## src/logic/efi_pkg.sv

```systemverilog
// shared constants for the e1 framer interrupt mask block
package efi_pkg;
  localparam logic [4:0] OFS_ENABLE_ONE = 5'h1c;
  localparam logic [4:0] OFS_ENABLE_TWO = 5'h1d;
  localparam logic [4:0] OFS_ENABLE_THREE = 5'h1e;
  localparam logic [7:0] ENABLE_RESET = 8'h00;
  localparam logic [7:0] ENABLE_THREE_USED = 8'hde;
  // source index: word one 7..0, word two 15..8, word three 23..16
  localparam int IDX_REMOTE_CRC = 7;
  localparam int IDX_LOCAL_CRC = 6;
  localparam int IDX_DOUBLE_FAS = 5;
  localparam int IDX_BIPOLAR = 4;
  localparam int IDX_RAI_LONG = 3;
  localparam int IDX_RAI_WINDOW = 2;
  localparam int IDX_BIT_ERROR = 1;
  localparam int IDX_SIG_CHANGE = 0;
  localparam int IDX_EBIT_WRAP = 15;
  localparam int IDX_CRC_WRAP = 14;
  localparam int IDX_CRC_ALIGN = 13;
  localparam int IDX_FAS_WRAP = 12;
  localparam int IDX_JITTER = 11;
  localparam int IDX_BERR_WRAP = 10;
  localparam int IDX_AUX = 9;
  localparam int IDX_MF_WRAP = 8;
  localparam int IDX_SIG_MF_LOSS = 23;
  localparam int IDX_CRC_MF_LOSS = 22;
  localparam int IDX_REMOTE_MF = 20;
  localparam int IDX_ONE_SEC = 19;
  localparam int IDX_TIMER_ONE = 18;
  localparam int IDX_TIMER_TWO = 17;
  localparam int NUM_SRC = 24;
  localparam logic [7:0] VEC_SYNC = 8'h80;
  localparam logic [7:0] VEC_AUX = 8'h40;
  localparam logic [7:0] VEC_ERROR = 8'h20;
  localparam logic [7:0] VEC_WRAP = 8'h10;
  localparam logic [7:0] VEC_TIMER = 8'h08;
  localparam logic [7:0] VEC_JITTER = 8'h04;
  localparam logic [7:0] VEC_SIG = 8'h01;
  localparam int CLK_MHZ = 125;
  localparam int RAI_LONG_MS = 10;
  localparam int RAI_MAX_MS = 450;
  localparam int RAI_LONG_CYC = RAI_LONG_MS * 1000 * CLK_MHZ;
  localparam int RAI_MAX_CYC = RAI_MAX_MS * 1000 * CLK_MHZ;
  localparam int RAI_CNT_W = 26;
endpackage

```

## src/logic/efi_irq_masks.sv

```systemverilog
// interrupt enables, pending capture and request line for the e1 framer
`timescale 1ns/1ns
module efi_irq_masks #(
  parameter int RAI_LONG_CYC = efi_pkg::RAI_LONG_CYC,
  parameter int RAI_MAX_CYC = efi_pkg::RAI_MAX_CYC
) (
  input wire logic clk,
  input wire logic rstn,
  input wire logic bus_cs,
  input wire logic bus_wr,
  input wire logic bus_rd,
  input wire logic [4:0] bus_addr,
  input wire logic [7:0] bus_wdata,
  output logic [7:0] bus_rdata,
  input wire logic irq_acknowledge_toggle,
  input wire logic irq_suspend,
  input wire logic remote_crc_report,
  input wire logic local_crc_error,
  input wire logic fas_check,
  input wire logic fas_errored,
  input wire logic bipolar_violation,
  input wire logic bit_error,
  input wire logic rai_a_bit,
  input wire logic rai_e_bits_zero,
  input wire logic signalling_change,
  input wire logic ebit_counter_wrap,
  input wire logic crc_counter_wrap,
  input wire logic crc_alignment_status,
  input wire logic fas_counter_wrap,
  input wire logic jitter_fifo_limit,
  input wire logic bit_error_counter_wrap,
  input wire logic aux_pattern_status,
  input wire logic multiframe_counter_wrap,
  input wire logic sig_multiframe_loss,
  input wire logic crc_multiframe_loss,
  input wire logic remote_multiframe_alarm,
  input wire logic one_second_status,
  input wire logic first_timer_status,
  input wire logic second_timer_status,
  output logic irq_n_out,
  output logic irq_n_oe,
  output logic [7:0] irq_vector
);
  localparam int N = efi_pkg::NUM_SRC;
  localparam int CW = efi_pkg::RAI_CNT_W;
  localparam logic [CW-1:0] LONG_CNT = CW'(RAI_LONG_CYC);
  localparam logic [CW-1:0] MAX_CNT = CW'(RAI_MAX_CYC);

  logic [7:0] event_enable_word_one;
  logic [7:0] event_enable_word_two;
  logic [7:0] event_enable_word_three;
  logic [N-1:0] enable;
  logic [N-1:0] event_hit;
  logic [N-1:0] pending;
  logic [N-1:0] next_pending;
  logic prev_fas_err;
  logic prev_crc_alignment_status;
  logic prev_aux;
  logic prev_sec;
  logic prev_t1;
  logic prev_t2;
  logic prev_ack;
  logic ack_edge;
  logic rai_cond;
  logic rai_prev;
  logic [CW-1:0] rai_cnt;
  logic [7:0] next_vector;

  // category vector of a source index
  function automatic logic [7:0] vec_of(input int idx);
    case (idx)
      efi_pkg::IDX_SIG_MF_LOSS, efi_pkg::IDX_CRC_MF_LOSS,
      efi_pkg::IDX_REMOTE_MF: vec_of = efi_pkg::VEC_SYNC;
      efi_pkg::IDX_AUX: vec_of = efi_pkg::VEC_AUX;
      efi_pkg::IDX_EBIT_WRAP, efi_pkg::IDX_CRC_WRAP, efi_pkg::IDX_FAS_WRAP,
      efi_pkg::IDX_BERR_WRAP, efi_pkg::IDX_MF_WRAP:
        vec_of = efi_pkg::VEC_WRAP;
      efi_pkg::IDX_CRC_ALIGN, efi_pkg::IDX_ONE_SEC, efi_pkg::IDX_TIMER_ONE,
      efi_pkg::IDX_TIMER_TWO: vec_of = efi_pkg::VEC_TIMER;
      efi_pkg::IDX_JITTER: vec_of = efi_pkg::VEC_JITTER;
      efi_pkg::IDX_SIG_CHANGE: vec_of = efi_pkg::VEC_SIG;
      efi_pkg::IDX_REMOTE_CRC, efi_pkg::IDX_LOCAL_CRC,
      efi_pkg::IDX_DOUBLE_FAS, efi_pkg::IDX_BIPOLAR, efi_pkg::IDX_RAI_LONG,
      efi_pkg::IDX_RAI_WINDOW, efi_pkg::IDX_BIT_ERROR:
        vec_of = efi_pkg::VEC_ERROR;
      default: vec_of = 8'h00;
    endcase
  endfunction

  // mask registers, writes take effect at the next edge
  always_ff @(posedge clk or negedge rstn) begin
    if (!rstn) begin
      event_enable_word_one <= efi_pkg::ENABLE_RESET;
      event_enable_word_two <= efi_pkg::ENABLE_RESET;
      event_enable_word_three <= efi_pkg::ENABLE_RESET;
    end else if (bus_cs && bus_wr) begin
      if (bus_addr == efi_pkg::OFS_ENABLE_ONE) begin
        event_enable_word_one <= bus_wdata;
      end
      if (bus_addr == efi_pkg::OFS_ENABLE_TWO) begin
        event_enable_word_two <= bus_wdata;
      end
      if (bus_addr == efi_pkg::OFS_ENABLE_THREE) begin
        // unused positions stored as zero so they never enable anything
        event_enable_word_three <= bus_wdata & efi_pkg::ENABLE_THREE_USED;
      end
    end
  end

  // read data registered; unmapped addresses read zero
  always_ff @(posedge clk or negedge rstn) begin
    if (!rstn) begin
      bus_rdata <= 8'h00;
    end else if (bus_cs && bus_rd) begin
      unique case (bus_addr)
        efi_pkg::OFS_ENABLE_ONE: bus_rdata <= event_enable_word_one;
        efi_pkg::OFS_ENABLE_TWO: bus_rdata <= event_enable_word_two;
        efi_pkg::OFS_ENABLE_THREE: bus_rdata <= event_enable_word_three;
        default: bus_rdata <= 8'h00;
      endcase
    end
  end

  assign enable = {event_enable_word_three, event_enable_word_two,
                   event_enable_word_one};

  // history of levels for edge detection
  always_ff @(posedge clk or negedge rstn) begin
    if (!rstn) begin
      prev_fas_err <= 1'b0;
      prev_crc_alignment_status <= 1'b0;
      prev_aux <= 1'b0;
      prev_sec <= 1'b0;
      prev_t1 <= 1'b0;
      prev_t2 <= 1'b0;
      prev_ack <= 1'b0;
      rai_prev <= 1'b0;
    end else begin
      if (fas_check) begin
        prev_fas_err <= fas_errored;
      end
      prev_crc_alignment_status <= crc_alignment_status;
      prev_aux <= aux_pattern_status;
      prev_sec <= one_second_status;
      prev_t1 <= first_timer_status;
      prev_t2 <= second_timer_status;
      prev_ack <= irq_acknowledge_toggle;
      rai_prev <= rai_cond;
    end
  end

  assign rai_cond = rai_a_bit && rai_e_bits_zero;
  assign ack_edge = irq_acknowledge_toggle ^ prev_ack;

  // condition duration in cycles, saturating at the upper bound
  always_ff @(posedge clk or negedge rstn) begin
    if (!rstn) begin
      rai_cnt <= '0;
    end else if (!rai_cond) begin
      rai_cnt <= '0;
    end else if (rai_cnt != MAX_CNT) begin
      rai_cnt <= rai_cnt + 1'b1;
    end
  end

  always_comb begin
    event_hit = '0;
    event_hit[efi_pkg::IDX_REMOTE_CRC] = remote_crc_report;
    event_hit[efi_pkg::IDX_LOCAL_CRC] = local_crc_error;
    event_hit[efi_pkg::IDX_DOUBLE_FAS] =
      fas_check && fas_errored && prev_fas_err;
    event_hit[efi_pkg::IDX_BIPOLAR] = bipolar_violation;
    event_hit[efi_pkg::IDX_BIT_ERROR] = bit_error;
    // fires once when held one cycle beyond the limit
    event_hit[efi_pkg::IDX_RAI_LONG] =
      rai_cond && (rai_cnt == LONG_CNT);
    event_hit[efi_pkg::IDX_RAI_WINDOW] = rai_prev && !rai_cond &&
      (rai_cnt > LONG_CNT) && (rai_cnt < MAX_CNT);
    event_hit[efi_pkg::IDX_SIG_CHANGE] = signalling_change;
    event_hit[efi_pkg::IDX_EBIT_WRAP] = ebit_counter_wrap;
    event_hit[efi_pkg::IDX_CRC_WRAP] = crc_counter_wrap;
    event_hit[efi_pkg::IDX_CRC_ALIGN] =
      crc_alignment_status ^ prev_crc_alignment_status;
    event_hit[efi_pkg::IDX_FAS_WRAP] = fas_counter_wrap;
    event_hit[efi_pkg::IDX_JITTER] = jitter_fifo_limit;
    event_hit[efi_pkg::IDX_BERR_WRAP] = bit_error_counter_wrap;
    event_hit[efi_pkg::IDX_AUX] = aux_pattern_status && !prev_aux;
    event_hit[efi_pkg::IDX_MF_WRAP] = multiframe_counter_wrap;
    event_hit[efi_pkg::IDX_SIG_MF_LOSS] = sig_multiframe_loss;
    event_hit[efi_pkg::IDX_CRC_MF_LOSS] = crc_multiframe_loss;
    event_hit[efi_pkg::IDX_REMOTE_MF] = remote_multiframe_alarm;
    event_hit[efi_pkg::IDX_ONE_SEC] = one_second_status && !prev_sec;
    event_hit[efi_pkg::IDX_TIMER_ONE] =
      first_timer_status && !prev_t1;
    event_hit[efi_pkg::IDX_TIMER_TWO] =
      second_timer_status && !prev_t2;
  end

  // set beats the acknowledge so an event in the ack cycle survives
  always_comb begin
    next_pending = ack_edge ? '0 : pending;
    if (!irq_suspend) begin
      next_pending = next_pending | (event_hit & enable);
    end
    next_vector = 8'h00;
    for (int i = 0; i < N; i++) begin
      if (next_pending[i]) begin
        next_vector = next_vector | vec_of(i);
      end
    end
  end

  always_ff @(posedge clk or negedge rstn) begin
    if (!rstn) begin
      pending <= '0;
      irq_vector <= 8'h00;
    end else begin
      pending <= next_pending;
      irq_vector <= next_vector;
    end
  end

  // request pin: driven low when pending, floated while suspended
  always_ff @(posedge clk or negedge rstn) begin
    if (!rstn) begin
      irq_n_out <= 1'b1;
      irq_n_oe <= 1'b1;
    end else begin
      irq_n_out <= ~(|next_pending);
      irq_n_oe <= ~irq_suspend;
    end
  end

  a_reset_masked: assert property (@(posedge clk) !rstn |=>
    enable == '0)
    else $error("enables not cleared by reset");
  a_unused_bits: assert property (@(posedge clk) disable iff (!rstn)
    !event_enable_word_three[5] && !event_enable_word_three[0])
    else $error("unused enable bit set");
  a_masked_quiet: assert property (@(posedge clk) disable iff (!rstn)
    (pending == '0 && (event_hit & enable) == '0) |=> irq_n_out)
    else $error("request without enabled event");
  a_event_raises: assert property (@(posedge clk) disable iff (!rstn)
    (|(event_hit & enable) && !irq_suspend) |=> !irq_n_out)
    else $error("enabled event did not raise request");
  a_ack_clears: assert property (@(posedge clk) disable iff (!rstn)
    ($changed(irq_acknowledge_toggle) && (event_hit & enable) == '0)
    |=> irq_n_out && irq_vector == 8'h00)
    else $error("acknowledge did not clear request");
  a_suspend_float: assert property (@(posedge clk) disable iff (!rstn)
    irq_suspend |=> !irq_n_oe)
    else $error("request driven while suspended");
  a_suspend_ignore: assert property (@(posedge clk) disable iff (!rstn)
    (irq_suspend && $changed(irq_acknowledge_toggle)) |=> irq_n_out)
    else $error("source accepted while suspended");
  a_sig_vector: assert property (@(posedge clk) disable iff (!rstn)
    (signalling_change && enable[efi_pkg::IDX_SIG_CHANGE] && !irq_suspend)
    |=> irq_vector[0])
    else $error("signalling vector missing");
  a_double_fas: assert property (@(posedge clk) disable iff (!rstn)
    (fas_check && fas_errored && !prev_fas_err)
    |-> !event_hit[efi_pkg::IDX_DOUBLE_FAS])
    else $error("single fas error flagged as double");
  a_rai_long: assert property (@(posedge clk) disable iff (!rstn)
    (rai_cond && rai_cnt < LONG_CNT) |-> !event_hit[efi_pkg::IDX_RAI_LONG])
    else $error("rai long fired early");
  a_aux_rise: assert property (@(posedge clk) disable iff (!rstn)
    ($rose(aux_pattern_status) && enable[efi_pkg::IDX_AUX] && !irq_suspend)
    |=> irq_vector[6] && !irq_n_out)
    else $error("aux pattern rise missed");
  // the acknowledge must not swallow an event arriving in the same cycle
  a_set_wins: assert property (@(posedge clk) disable iff (!rstn)
    ($changed(irq_acknowledge_toggle) && |(event_hit & enable) &&
      !irq_suspend) |=> !irq_n_out)
    else $error("event lost in acknowledge cycle");
  // every mapped source has a nonzero vector, so level and vector agree
  a_vector_level: assert property (@(posedge clk) disable iff (!rstn)
    irq_n_out == (irq_vector == 8'h00))
    else $error("request level and vector disagree");
  a_rai_window: assert property (@(posedge clk) disable iff (!rstn)
    (event_hit[efi_pkg::IDX_RAI_WINDOW] && enable[efi_pkg::IDX_RAI_WINDOW]
      && !irq_suspend) |=> irq_vector[5] && !irq_n_out)
    else $error("rai window event missed");
endmodule

```

## config.mk

```make
export PLATFORM = sky130hd
export DESIGN_NAME = efi_irq_masks
export DESIGN_NICKNAME = d
export VERILOG_FILES = /design/src/logic/efi_pkg.sv /design/src/logic/efi_irq_masks.sv
export SDC_FILE = /design/constraint.sdc
export NUM_CORES = 1
export LEC_CHECK = 0
export ABC_AREA = 1
export CORE_UTILIZATION = 53
export DETAILED_ROUTE_END_ITERATION = 7
export DONT_BUFFER_PORTS = 1
export PLACE_DENSITY = 0.68
export SLEW_MARGIN = 10
export SYNTH_ARGS = -nofsm -noshare
export SYNTH_HDL_FRONTEND = slang
export SYNTH_SLANG_ARGS = --single-unit
```

## constraint.sdc

```tcl
create_clock -name clk -period 1.77 [get_ports clk]
set_input_delay 0.2655 -clock clk [delete_from_list [all_inputs] [get_ports clk]]
set_output_delay 0.2655 -clock clk [all_outputs]
set_load 0.01 [all_outputs]
```

# After elaboration in Yosys (flattened, before gate mapping)
# Index checks and enable logic that the tools add are counted.
# word_totals
n_memories	0
ram_bits	0
ff_bits	98
output_inout_bits	18
word_cells	129
latchBits	0
romBits	0
# classes
n_bitwise	29
mux	52
reduce_logical	22
eq_ne	6
div	0
n_addsub	1
n_shift	0
multipliers	0
order_cmp	2
# ops
op	count
$mux W8	46
$or A8 B8 Y8	23
$mux W26	2
$mux W24	2
$add A26 B1 Y26 const B	1
$eq A26 B21 Y1 const B	1
$gt A26 B21 Y1 const B	1
$lt A26 B26 Y1 const B	1
$ne A26 B26 Y1 const B	1
$and A24 B24 Y24	1
$or A24 B24 Y24	1
$pmux W8 S3	1
$reduce_or A24 Y1	1
$eq A5 B5 Y1 const B	3
$logic_and A1 B1 Y1	13
$reduce_and A2 Y1	3
$logic_not A1 Y1	5
$ne A2 B1 Y1 const B	1
$not A1 Y1	2
$xor A1 B1 Y1	2
$mux W1	1

# Longest topological paths before layout
# depth
word_depth	55
mapped_depth	12

# Worst setup path before layout
# No wires, ideal clock.
# synth_timing
kind	reg2reg
startpoint	register rai_cnt[0]
endpoint	register rai_cnt[22]
path_buffers	0
setup_time_ps	126
slack_ps	290
required_ps	1644
path_stages_with_launch	9
arrival_ps	1354
path_cell_list	dfrtp_1 ha_1 nand3_1 nor2_2 nand2_1 nor3_2 nand2_1 o21ai_1 a21oi_1
# synth_between
elab_chain_len	3
# synth_lines
item	line_no	rtl
from (decl)	efi_irq_masks.sv:66	logic [CW-1:0] rai_cnt;
from (signal assigned)	efi_irq_masks.sv:162	rai_cnt <= rai_cnt + 1'b1;
$add A26 B1 Y26	efi_irq_masks.sv:162	
$mux W26	efi_irq_masks.sv:161	end else if (rai_cnt != MAX_CNT) begin
$mux W26	efi_irq_masks.sv:159	end else if (!rai_cond) begin
# Several ways; a longest one is shown, not always the timed one. The select of a mux whose other input is x is not followed.
# A chain may end at the register's enable or synchronous reset.

# Worst setup path after layout
# Same ends and word-level chain as after synthesis.

==> summary.txt <==
GRT
  – Gr usage total: about a quarter
  – Largest net degree at the start of global routing: 95
  – Vias in the first global route: 3455
  – First-pass GRT wire length: ~16000 um
  – GR Overflow Total: 0
  – Initial antenna violation count: 0

Yosys
  – Post-synthesis xor/xnor area fraction: 0.384%
  – Post-Syn Instances: 571
  – Seq/Total Area, Yosys: 51.6%
  – Synth Area in Adders: 0.548%
  – Simple-Gate Fraction of Synth Area: 31.7%
  – Avg Inst Size Synth: approximately 8.0 sq um
  – Multiplexer area fraction after synthesis: 0%
  – Yosys warning total: 0
  – Syn_nets: between 600 and 700
  – Synthesized area: 0.00457 sq mm
  – Synth unique cells: 37
  – Largest family of logic cells by synthesized area: simple AND/OR/NAND/NOR gates
  – FF+latch count, synth: between 90 and 100
  – Post-synthesis compound-gate area fraction: between 8 and 9%

Clocking
  – TritonCTS clock tree: yes
  – Clk sinks: 94
  – H-Tree Depth: 3
  – Clock latency on the worst-skew pair: 0.35 ns
  – Clk root buf: clkbuf_8
  – Clock slew at reported path FFs: 0.10 ns
  – CTS Hold Buffers Added: 7
  – CTS Buf Count: 9
  – Maximum buffer depth of the clock tree: 2

Worst setup path
  – Top delay family on crit path: simple AND/OR/NAND/NOR gates
  – CP Class: reg -> reg
  – Worst path slowest cell: dfrtp_1
  – CP Cell Sequence: ha_1 -> nand3_1 -> nor2_2 -> nand2_1 -> nor3_2 -> nand2_1 -> o21ai_1 -> a21oi_1
  – Most used cell along the critical path: nand2_1
  – Buf/Inv on CP: 0
  – Crit path required time: 2.00 ns
  – Crit path max fanout: 5
  – Worst R2R End: rai_cnt[22]
  – CP Launch Type: flip-flop
  – Crit path largest cell delay: 0.41 ns
  – WP data arrival: 1.88 ns
  – Reg2Reg Depth: 8
  – Worst setup EP type: flip-flop
  – R2R setup slack: 0.13 ns
  – Critical R2R Launch: rai_cnt[0]

Floorplan
  – Placement row count: 33
  – Die footprint: between 0.008 and 0.009 sq mm
  – Core area: 0.00826 sq mm
  – I/O pin count: 61
  – Die height: around 95 um
  – Starting Density: 55.3%
  – Die span in x: 94.8 um

Cells and area
  – Ratio of cells with drive above 1 in the final layout: 9.56%
  – Layout Nets: 627
  – Util after Layout: 60.1%
  – Register area: 0.00235 sq mm
  – Fill count: 732
  – Multi-input logic area: 0.00190 sq mm
  – Antenna Cells: 0
  – Synthesis-to-finish area growth: 8.74%
  – Most frequent cells in the layout: 168 x nand2_1, 92 x dfrtp_1, 60 x nor2_1
  – Most common cell after layout, fill and taps aside: nand2_1
  – Fin cells: between 600 and 700

Route
  – Iter 0 DRT Violations: 231
  – WL final: 10200 um
  – Residual DRC: 0
  – Post-DRT Antenna Nets: 0
  – Via density: 5.38
  – Total number of vias: 3720
  – Pre-Repair DR Iteration Count: 5
  – Average routed wire per standard cell: 14.8 um

Placed design
  – # port buffers: 0
  – Post-DP HPWL: approximately 7400 um
  – Dpl cells: 667
  – Placer congestion estimate: 0.886

STA
  – Clock skew: 0.0141 ns
  – TNS Setup: 0 ns
  – Final Max Tran Viols: 0
  – WHS: -0.400 ns
  – RSZ-0062 raised after global routing: no
  – Final period util: around 93%
  – Fmax: 609 MHz
  – Fin crit period: between 1.5 and 2 ns
  – Fin. Hold Viols: 94
  – Endpoints failing setup: 0

Run
  – Maxcap violations: 0

Pwr
  – PwrDens: 921 mW/mm^2
  – Lkg Pwr: 0.00244 uW
  – Total power draw: 4570 uW
  – Max VDD drop: 0.460 mV

Outcome
  – Failing checks: hold timing
  – Status: complete, but fails checks

Hold path
  – Hold Crit Class: in -> async
==> state kept, by name, summed over array words and instances, names as in the netlist <==
name and flops:
rai_prev 1, prev_sec 1, prev_crc_alignment_status 1, event_enable_word_two 8
prev_t2 1, rai_cnt 26, irq_vector 4, irq_n_oe 1
event_enable_word_one 8, pending 24, prev_fas_err 1, bus_rdata 8
prev_t1 1, event_enable_word_three 6, irq_n_out 1, prev_aux 1
prev_ack 1
==> through the flow <==
step	setup slack [ns]	cell area (sq um)	hold slack, ns
final	0.128	4960	-0.400
after global routing	0.00881	4960	-0.417
after CTS	0.0984	4950	-0.416
after detailed placement	0.107	4640	-0.0277
after global placement	0.166	4640	-0.0276
after floorplan	0.290	4570	-0.0301
==> report_power, final <==
part	total (uW)	switching [uW]	internal (uW)
Clock	1710	764	944
Sequential	2470	145	2320
Combinational	395	235	160
Total	4570	1140	3430
==> logic make-up (layout without fill, tap and decap cells) <==
logic type                 after synthesis  count (layout)
AOI/OAI and AO/OA                       77              77
xor gates and xnor gates                 2               2
adders and majority gates                2               2
buffers and inverters                   74              89
DFF                                     94              94
other                                    1               1
and+or+nand+nor                        321             321
==> Yosys cell counts <==
| library cell | number | share of area (%) |
|---|---|---|
| inv_2 | 4 | 0.33 |
| a22o_1 | 2 | 0.38 |
| a22oi_1 | 1 | 0.16 |
| inv_1 | 58 | 4.8 |
| buf_2 | 1 | 0.11 |
| nor2_4 | 4 | 0.99 |
| o21ai_0 | 32 | 3.5 |
| nand4_1 | 4 | 0.55 |
| nor3_2 | 3 | 0.66 |
| dfstp_2 | 2 | 1.2 |
| nand3_1 | 47 | 5.2 |
| a21o_1 | 1 | 0.16 |
| nand2_1 | 168 | 14 |
| buf_6 | 2 | 0.49 |
| inv_4 | 1 | 0.14 |
| nor3b_1 | 1 | 0.16 |
| a31oi_1 | 2 | 0.27 |
| o211ai_1 | 1 | 0.16 |
| nand2_2 | 10 | 1.4 |
| nor2_2 | 5 | 0.69 |
| clkbuf_1 | 4 | 0.33 |
| or2_2 | 1 | 0.14 |
| a21oi_1 | 22 | 2.4 |
| nand2_4 | 5 | 1.2 |
| conb_1 | 1 | 0.082 |
| nand3b_1 | 2 | 0.33 |
| nor2_8 | 1 | 0.44 |
| o21ai_1 | 15 | 1.6 |
| dfrtp_1 | 92 | 50 |
| xor2_1 | 2 | 0.38 |
| nor3_1 | 8 | 0.88 |
| o22ai_1 | 1 | 0.14 |
| nor2_1 | 60 | 4.9 |
| ha_1 | 2 | 0.55 |
| buf_4 | 4 | 0.66 |
| or3b_1 | 1 | 0.19 |
| nand3_2 | 1 | 0.22 |
==> layer usage <==
| layer | track usage, % | share of wire, % |
|---|---|---|
| met5 | 0 | 0 |
| met3 | 4.03 | 5.2 |
| met1 | 35.2 | 48 |
| met4 | 8.21 | 1.3 |
| met2 | 36.2 | 45 |
==> worst max path at each step <==
stage / start / endpoint / slack [ns] / cells after the start
floorplan: rai_cnt[0] / rai_cnt[22] / 0.29 / 8
global route: rai_cnt[0] / rai_cnt[24] / 0.009 / 8
CTS: rai_cnt[0] / rai_cnt[22] / 0.1 / 8
finish: rai_cnt[0] / rai_cnt[22] / 0.13 / 8
detailed placement: rai_cnt[0] / rai_cnt[22] / 0.11 / 8
global placement: rai_cnt[0] / rai_cnt[22] / 0.17 / 8
==> layout make-up <==
cell class	instances	area share [%]
Sequential cell	94	47.4
Tap cell	105	2.65
Inverter	63	4.81
Clock buffer	9	2.49
Timing Repair Buffer	11	2.02
Multi-Input combinational cell	403	38.3
Clock inverter	6	2.34
==> what timing repair did <==
item	4_1_cts	5_1_grt
gates resized for setup	0	0
hold endpoints to repair	101	94
endpoints found under the setup margin	0	2
setup buffers	0	2
==> worst register-to-register path, stage by stage (launching register included) <==
cell	delay (ns)
dfrtp_1	0.41
ha_1	0.21
nand3_1	0.12
nor2_2	0.13
nand2_1	0.15
nor3_2	0.21
nand2_1	0.10
o21ai_1	0.14
a21oi_1	0.05
(Power assumes the default switching activity.)
